--- config.mk ---
export PLATFORM = sky130hd
export DESIGN_NAME = rwpm_mapper
export DESIGN_NICKNAME = d
export VERILOG_FILES = /design/src/design/rwpm_translate.v /design/src/design/rwpm_mapper.v
export VERILOG_INCLUDE_DIRS = /design/src /design/src/design
export SDC_FILE = /design/constraint.sdc
export NUM_CORES = 1
export LEC_CHECK = 0
export ABC_AREA = 1
export BUFFER_PORTS_ARGS = -buffer_cell sky130_fd_sc_hd__buf_2
export CAP_MARGIN = 20
export CORE_ASPECT_RATIO = 1.4
export CORE_UTILIZATION = 40
export CTS_CLUSTER_SIZE = 28
export DETAILED_ROUTE_END_ITERATION = 10
export PLACE_DENSITY = 0.76
export SYNTH_ARGS = -nofsm -noshare
export SYNTH_HDL_FRONTEND = slang
export SYNTH_SLANG_ARGS = --single-unit
--- constraint.sdc ---
create_clock -name sys_clk -period 2 [get_ports sys_clk]
set_input_delay 0.4 -clock sys_clk [delete_from_list [all_inputs] [get_ports sys_clk]]
set_output_delay 0.4 -clock sys_clk [all_outputs]
set_load 0.005 [all_outputs]
--- src/design/rwpm_map.vh ---
// constants for the rom window page mapper
// assumes a 16-bit cpu address bus and a 17-bit flat flash address
`ifndef RWPM_MAP_VH
`define RWPM_MAP_VH
`define RWPM_SEL_ADDR 16'hfff3
`define RWPM_SEL_RESET 8'h00
`define RWPM_PAGE_LSB 0
`define RWPM_PAGE_W 3
`define RWPM_WIN_BASE 16'h8000
`define RWPM_WIN_LAST 16'hbfff
`define RWPM_COMMON_LAST 16'h7fff
`define RWPM_FLASH_WIN_BASE 17'h08000
`define RWPM_PAGE_SPAN_LOG2 14
`define RWPM_PAGES_SMALL 3'h4
`define RWPM_PAGES_LARGE 3'h6
`endif

--- src/design/rwpm_translate.v ---
// address translation from cpu address and page to flat flash address
// assumes the page number has been checked by the caller
`timescale 1ns/10ps
`include "rwpm_map.vh"
module rwpm_translate (
   input wire [15:0] cpu_addr,
   input wire [2:0] page,
   output reg [16:0] flash_addr,
   output reg in_window,
   output reg in_common
);
   always @* begin
      in_common = (cpu_addr <= `RWPM_COMMON_LAST);
      in_window = (cpu_addr >= `RWPM_WIN_BASE) && (cpu_addr <= `RWPM_WIN_LAST);
      if (in_window) begin
         // pages packed back to back above the common area
         flash_addr = `RWPM_FLASH_WIN_BASE + {page, cpu_addr[13:0]};
      end else begin
         flash_addr = {1'b0, cpu_addr};
      end
   end
endmodule // rwpm_translate

--- src/design/rwpm_mapper.v ---
// rom window page mapper: page-select register and flash address steering
// assumes a cpu core issuing one byte access per cycle on sys_clk
// and a flash that takes the registered address one cycle after the access
`timescale 1ns/10ps
`include "rwpm_map.vh"
// Function
// - accesses to 8000h-bfffh go to the page named by the select register.
// - the small variant has pages 0 to 3, the large one pages 0 to 5.
// - 0000h-7fffh always maps to the 32 kb common area beside the one page.
// - page n sits at flat address 08000h plus n times 4000h with no gaps.
// - the select register is a byte at fff3h, read/write, cleared by reset.
// - bits 2:0 hold the page and bits 7:3 read zero; a write of an unimplemented code is ignored.
// - the register is written by an ordinary byte memory write.
module rwpm_mapper #(
   parameter LARGE_VARIANT = 1
) (
   input wire sys_clk,
   input wire srst,
   input wire cpu_req,
   input wire cpu_we,
   input wire [15:0] cpu_addr,
   input wire [7:0] cpu_wdata,
   output reg [7:0] sel_rdata_ff,
   output reg sel_hit_ff,
   output reg flash_req_ff,
   output reg [16:0] flash_addr_ff,
   output reg [2:0] window_page_ff
);
   ////////////////////////////////////////////////////////////////////////
   // local constants

   localparam PAGE_W = `RWPM_PAGE_W;
   localparam PAGE_LSB = `RWPM_PAGE_LSB;
   localparam [7:0] SEL_RESET = `RWPM_SEL_RESET;
   // the small variant refuses codes 4 and 5 as well as 6 and 7
   localparam [2:0] PAGE_LIMIT = LARGE_VARIANT ? `RWPM_PAGES_LARGE : `RWPM_PAGES_SMALL;

   ////////////////////////////////////////////////////////////////////////
   // decode helpers

   // shared by the read and the write path, so both decode one address
   function sel_addr_match(input [15:0] addr);
      sel_addr_match = (addr == `RWPM_SEL_ADDR);
   endfunction

   // codes at or above the page count name flash that is not there
   function page_code_ok(input [2:0] code);
      page_code_ok = (code < PAGE_LIMIT);
   endfunction

   ////////////////////////////////////////////////////////////////////////
   // register state

   reg [2:0] page_sel_ff;

   ////////////////////////////////////////////////////////////////////////
   // combinational values

   reg [2:0] nxt_page_sel;
   reg [2:0] nxt_window_page;
   reg nxt_sel_hit;
   reg [7:0] nxt_sel_rdata;
   reg nxt_flash_req;
   reg [16:0] nxt_flash_addr;

   wire acc_rd;
   wire acc_wr;
   wire sel_rd;
   wire sel_wr;
   wire [2:0] wr_code;

   wire window_page_bit0;
   wire window_page_bit1;
   wire window_page_bit2;
   wire [2:0] cur_page;
   wire [7:0] rd_byte;

   wire [16:0] xl_addr;
   wire xl_win;
   wire xl_common;

   genvar gi;

   ////////////////////////////////////////////////////////////////////////
   // access qualification

   // one access per cycle: a read and a write never coincide
   assign acc_rd = cpu_req && !cpu_we;
   assign acc_wr = cpu_req && cpu_we;
   assign sel_rd = acc_rd && sel_addr_match(cpu_addr);
   assign sel_wr = acc_wr && sel_addr_match(cpu_addr);
   assign wr_code = cpu_wdata[PAGE_LSB +: PAGE_W];

   ////////////////////////////////////////////////////////////////////////
   // page-select register fields

   assign window_page_bit0 = page_sel_ff[0];
   assign window_page_bit1 = page_sel_ff[1];
   assign window_page_bit2 = page_sel_ff[2];
   assign cur_page = {window_page_bit2, window_page_bit1, window_page_bit0};

   // an unimplemented code is dropped rather than stored, so the window
   // never aliases onto flash that does not exist
   always @* begin
      nxt_page_sel = page_sel_ff;
      if (sel_wr) begin
         if (page_code_ok(wr_code)) begin
            nxt_page_sel = wr_code;
         end
      end
   end

   // the visible page copy is a flop of its own so the port is registered
   always @* begin
      nxt_window_page = nxt_page_sel;
   end

   ////////////////////////////////////////////////////////////////////////
   // address steering

   // translation uses the page held before this cycle's write
   rwpm_translate u_xl (
      .cpu_addr(cpu_addr),
      .page(cur_page),
      .flash_addr(xl_addr),
      .in_window(xl_win),
      .in_common(xl_common)
   );

   // writes never start a flash fetch, nor do accesses above bfffh
   always @* begin
      nxt_flash_req = acc_rd && (xl_win || xl_common);
   end

   always @* begin
      nxt_flash_addr = xl_addr;
   end

   ////////////////////////////////////////////////////////////////////////
   // register readback

   // page field at its own position, every other bit reads zero
   generate
      for (gi = 0; gi < 8; gi = gi + 1) begin : g_rd_bit
         if ((gi >= PAGE_LSB) && (gi < PAGE_LSB + PAGE_W)) begin : g_field
            assign rd_byte[gi] = cur_page[gi - PAGE_LSB];
         end else begin : g_zero
            assign rd_byte[gi] = 1'b0;
         end
      end
   endgenerate

   // writes hit as well, so a store to the register is seen as decoded
   always @* begin
      nxt_sel_hit = sel_rd || sel_wr;
   end

   // a read returns the page held before any write of the same cycle
   always @* begin
      nxt_sel_rdata = 8'h00;
      if (sel_rd) begin
         nxt_sel_rdata = rd_byte;
      end
   end

   ////////////////////////////////////////////////////////////////////////
   // flops; every one is cleared by the synchronous reset

   always @(posedge sys_clk) begin
      if (srst) begin
         page_sel_ff <= SEL_RESET[PAGE_W-1:0];
      end else begin
         page_sel_ff <= nxt_page_sel;
      end
   end

   // reset value matches the register, so software sees page 0 both ways
   always @(posedge sys_clk) begin
      if (srst) begin
         window_page_ff <= SEL_RESET[PAGE_W-1:0];
      end else begin
         window_page_ff <= nxt_window_page;
      end
   end

   always @(posedge sys_clk) begin
      if (srst) begin
         sel_hit_ff <= 1'b0;
      end else begin
         sel_hit_ff <= nxt_sel_hit;
      end
   end

   always @(posedge sys_clk) begin
      if (srst) begin
         sel_rdata_ff <= 8'h00;
      end else begin
         sel_rdata_ff <= nxt_sel_rdata;
      end
   end

   // request and address leave together, one cycle after the access
   always @(posedge sys_clk) begin
      if (srst) begin
         flash_req_ff <= 1'b0;
      end else begin
         flash_req_ff <= nxt_flash_req;
      end
   end

   // the address is registered every cycle; flash_req_ff says when it counts
   always @(posedge sys_clk) begin
      if (srst) begin
         flash_addr_ff <= 17'h00000;
      end else begin
         flash_addr_ff <= nxt_flash_addr;
      end
   end
endmodule // rwpm_mapper

* Yosys cells after proc, flatten, opt, wreduce, memory -nomap -nowiden
Cells that the tools add are included.
** Word-level totals
- Register bits :: 30
- Word-level logic and storage cells :: 28
** Cells by class
- Eq/ne operators :: 1
- Muxes and demuxes :: 1
- Add/subtract/negate cells :: 1
- $lt $le $gt $ge :: 4
- Reductions and logical operators :: 12
- Bitwise gates (word level) :: 2
** Operators by type and width (number)
- $add A16 B17 Y17 const A :: 1
- $eq A16 B16 Y1 const B :: 1
- $ge A16 B16 Y1 const B :: 1
- $le A16 B15 Y1 const B :: 1
- $le A16 B16 Y1 const B :: 1
- $mux W16 :: 1
- $logic_and A1 B1 Y1 :: 6
- $reduce_or A2 Y1 :: 2
- $lt A3 B3 Y1 const B :: 1
- $logic_or A1 B1 Y1 :: 2
- $not A1 Y1 :: 2
- $reduce_and A2 Y1 :: 1
- $logic_not A1 Y1 :: 1

* Longest topological paths before layout
- Depth after elaboration :: 5
- Depth in mapped cells :: 8
- Depth with buffers taken out :: 8

* Modules after synthesis
A second synthesis with hierarchy kept.
** Second synthesis, totals
- Cell total of the unflattened synthesis :: 139
- Area total of the unflattened synthesis :: 1043.5 um^2
** Modules (own cells, without submodules)
- rwpm_mapper :: area an instance 878.3 um^2, cells an instance 112, instances 1
- rwpm_translate :: area an instance 165.2 um^2, cells an instance 27, instances 1

* Worst setup path after synthesis
Ideal clock, no wire load.
- Path kind :: input -> register
- From :: input cpu_addr[10]
- To :: register window_page_ff[0]
- Arrival time :: 922 ps
- Path buffers :: 0
- Slack :: 965 ps
- Library setup time :: 113 ps
- Required time :: 1887 ps
- Stages on the path :: 7
- Cell sequence :: nand2_1 inv_1 nand2_1 nor2_2 nand3_4 nor2_1 nor2_1
** On the way
- Cells in the longest elaborated chain, start to end :: 3
** Ends and longest elaborated chain
- from (decl) :: line rwpm_mapper.v:21 : input wire [15:0] cpu_addr,
- $eq A16 B16 Y1 (no line)
- $logic_and A1 B1 Y1 :: line rwpm_mapper.v:91 : assign sel_wr = acc_wr && sel_addr_match(cpu_addr);
- $reduce_and A2 Y1 (no line)
- to (signal assigned) :: line rwpm_mapper.v:180 : window_page_ff <= SEL_RESET[PAGE_W-1:0];
- to (signal assigned) :: line rwpm_mapper.v:182 : window_page_ff <= nxt_window_page;
- to (decl) :: line rwpm_mapper.v:27 : output reg [2:0] window_page_ff
Every way passes these cells.
A chain may end at the register's enable or synchronous reset.

* Worst setup path in the final report
- From :: register window_page_ff[1]
- To :: output window_page_ff[1]
No word-level cell between the ends.

==> results.yml <==
synth:
  synth_edf_count: 0
  synth_top_area_share_pct: 55.6
  ys_top_cells_by_area: "dfxtp_1, inv_1, nor2_1, nand2_1, buf_4"
  synthCells: 112
  synth_cell_types: 19
  synth_area_leader_cell: "dfxtp_1"
  yosysWarningCount: 0
  ys_ff_latch: 25
  post_synth.cell_area_avg_um2: 8.04
  synth-async-reset-ratio_pct: 0
  netlist_area_um2: 901
  ys_seq_area_share_pct: 55.6
  netlist_top_cells_count: "dfxtp_1, inv_1, nor2_1, nand2_1, buf_4"
  ys.flop_type: "dfxtp_1"
grt:
  grt_max_degree: 19
  antenna_found_initial: 0
  grt_use_total_pct: 14.7
  grt-ovfl-total: 0
  grt_pass1_wl_mm: 2.73
  grt_pass1_vias: 708
cells_and_area:
  fillers: 215
  num_antenna_cells: 0
  area_growth_pct: 28.5
  drive_gt1_share_pct: 36.3
  nets: 189
  finish.utilization_pct: 53.8
cts:
  cts_buffers: 3
  root_buffer: "clkbuf_4"
  cts.sinks: 25
  cts-htree-levels: 1
  ctsHoldBuffers: 0
  clk_pin_slew_ns: 0.13
  clk_latency_ns: 0.31
  clockBufferDepth: 2
  cts_tree: "yes"
  cts_resized: 0
  post-cts-setup-buffer-count: 0
worst_setup_path:
  worstPathArrival_ns: 0.87
  cp_cell_sequence: "buf_2"
  end_kind: "output pin"
  critPathBufInv: 1
  crit_fanout: 4
  slowest_stage: "dfxtp_1"
  crit_family: "flip-flops"
  cpPeakStageDelay_ns: 0.42
  critPathKind: "reg -> out"
  cp-start-kind: "flip-flop"
  crit_required_ns: 1.60
detailed_routing:
  dr.pass1.iters: 3
  drt_iter0_markers: 7
  vias: 778
  wl_per_cell_um: 8.79
  ant_nets: 0
  routed_wl_mm: 1.60
  via_per_inst: 4.27
  drc: 0
floorplanning:
  die_width_um: 42.1
  die-area_um2: 2450
  start_util_pct: 41.9
  rows: 20
  die_y_um: 58.2
  core_area_um2: 2150
  ios: 58
timing:
  finClkSkew_ns: 0.00775
  slew_viol_final: 0
  rsz0062_at_grt: "no"
  finalHoldViolCount: 0
  period_minus_slack_ns: 1.27
  maxClockFrequency_mhz: 787
  finalSetupTns_ns: 0
  setup_viol: 0
  fin_crit_sh_pct: 63.6
job:
  drv_cap: 0
worst_hold_path:
  holdCritPathClass: "in -> reg"
place:
  gp_congestion: 0.799
  dpl.hpwl_mm: 1.31
  numPortBuffers: 47
power_and_ir_drop:
  powerDensity_nw_per_um2: 705
  max-vdd-ir-drop_mv: 0.288
  p_leak_nw: 0.695
status:
  status: "completed"
==> per-layer routing <==
layer,up-vias,GRT usage (%),wire (um)
met5,-,0,0
met4,0,8.04,27
met3,4,2.18,111
met2,34,28.8,818
met1,333,14.3,641
li1,407,-,-
==> where the power goes <==
part           internal [mW]  switching [mW]  total, mW
Combinational         0.0373          0.0424     0.0797
Sequential             0.516         0.00358      0.519
Clock                 0.0747           0.143      0.217
Total                  0.628           0.189      0.816
==> final timing paths <==
path	startpoint	to	slack [ns]	cells after the start
setup / recovery	window_page_ff[1]	window_page_ff[1]	0.73	1
hold / removal	cpu_we	flash_req_ff	0.26	2
setup reg to reg	window_page_ff[2]	window_page_ff[2]	1.27	4
hold reg to reg	window_page_ff[0]	sel_rdata_ff[0]	0.51	2
==> cell families after synthesis <==
family | after synthesis | share of synthesized area, %
XOR/XNOR | 1 | 0.972
buffers and inverters | 33 | 16.2
flip-flops | 25 | 55.6
AND/OR/NAND/NOR | 49 | 25.0
AO/OA/AOI/OAI | 3 | 1.81
other | 1 | 0.416
==> final cells by class <==
cell class / instances / area, um^2 / share of cell area [%]
clock buffer: 3 / 22.5 / 1.95
timing repair buffer: 47 / 235 / 20.3
tap: 22 / 27.5 / 2.38
clock inverter: 1 / 5.00 / 0.432
sequential: 25 / 500 / 43.2
inverter: 26 / 97.6 / 8.43
multi-input combinational: 58 / 269 / 23.2
==> placed cells by master (no fill, tap or decap), drive strengths merged, types with 2 or more instances in the layout <==
master / synthesis / layout
nor2: 27 / 27
nand2: 16 / 16
conb: 1 / 5
dfxtp: 25 / 25
clkbuf: 1 / 3
nand4: 2 / 2
a21oi: 2 / 2
inv: 26 / 26
buf: 6 / 47
==> flip-flops by register name, summed over array words and instances (netlist names) <==
register	flops
flash_addr_ff	17
sel_rdata_ff	3
window_page_ff	3
flash_req_ff	1
sel_hit_ff	1
==> stage by stage <==
step / area, um^2 / cells / hold WS [ns] / worst slack [ns] / power (mW)
3_5_place_dp: 1130 / 178 / 0.494 / 0.755 / 0.611
5_1_grt: 1160 / 182 / 0.254 / 0.698 / 0.849
3_3_place_gp: 1130 / 178 / 0.492 / 0.791 / 0.609
4_1_cts: 1160 / 182 / 0.252 / 0.728 / 0.822
2_1_floorplan: 916 / 116 / 0.468 / 0.965 / 0.573
6_report: 1160 / 182 / 0.260 / 0.729 / 0.816
Power figures use the tool's default switching activity.
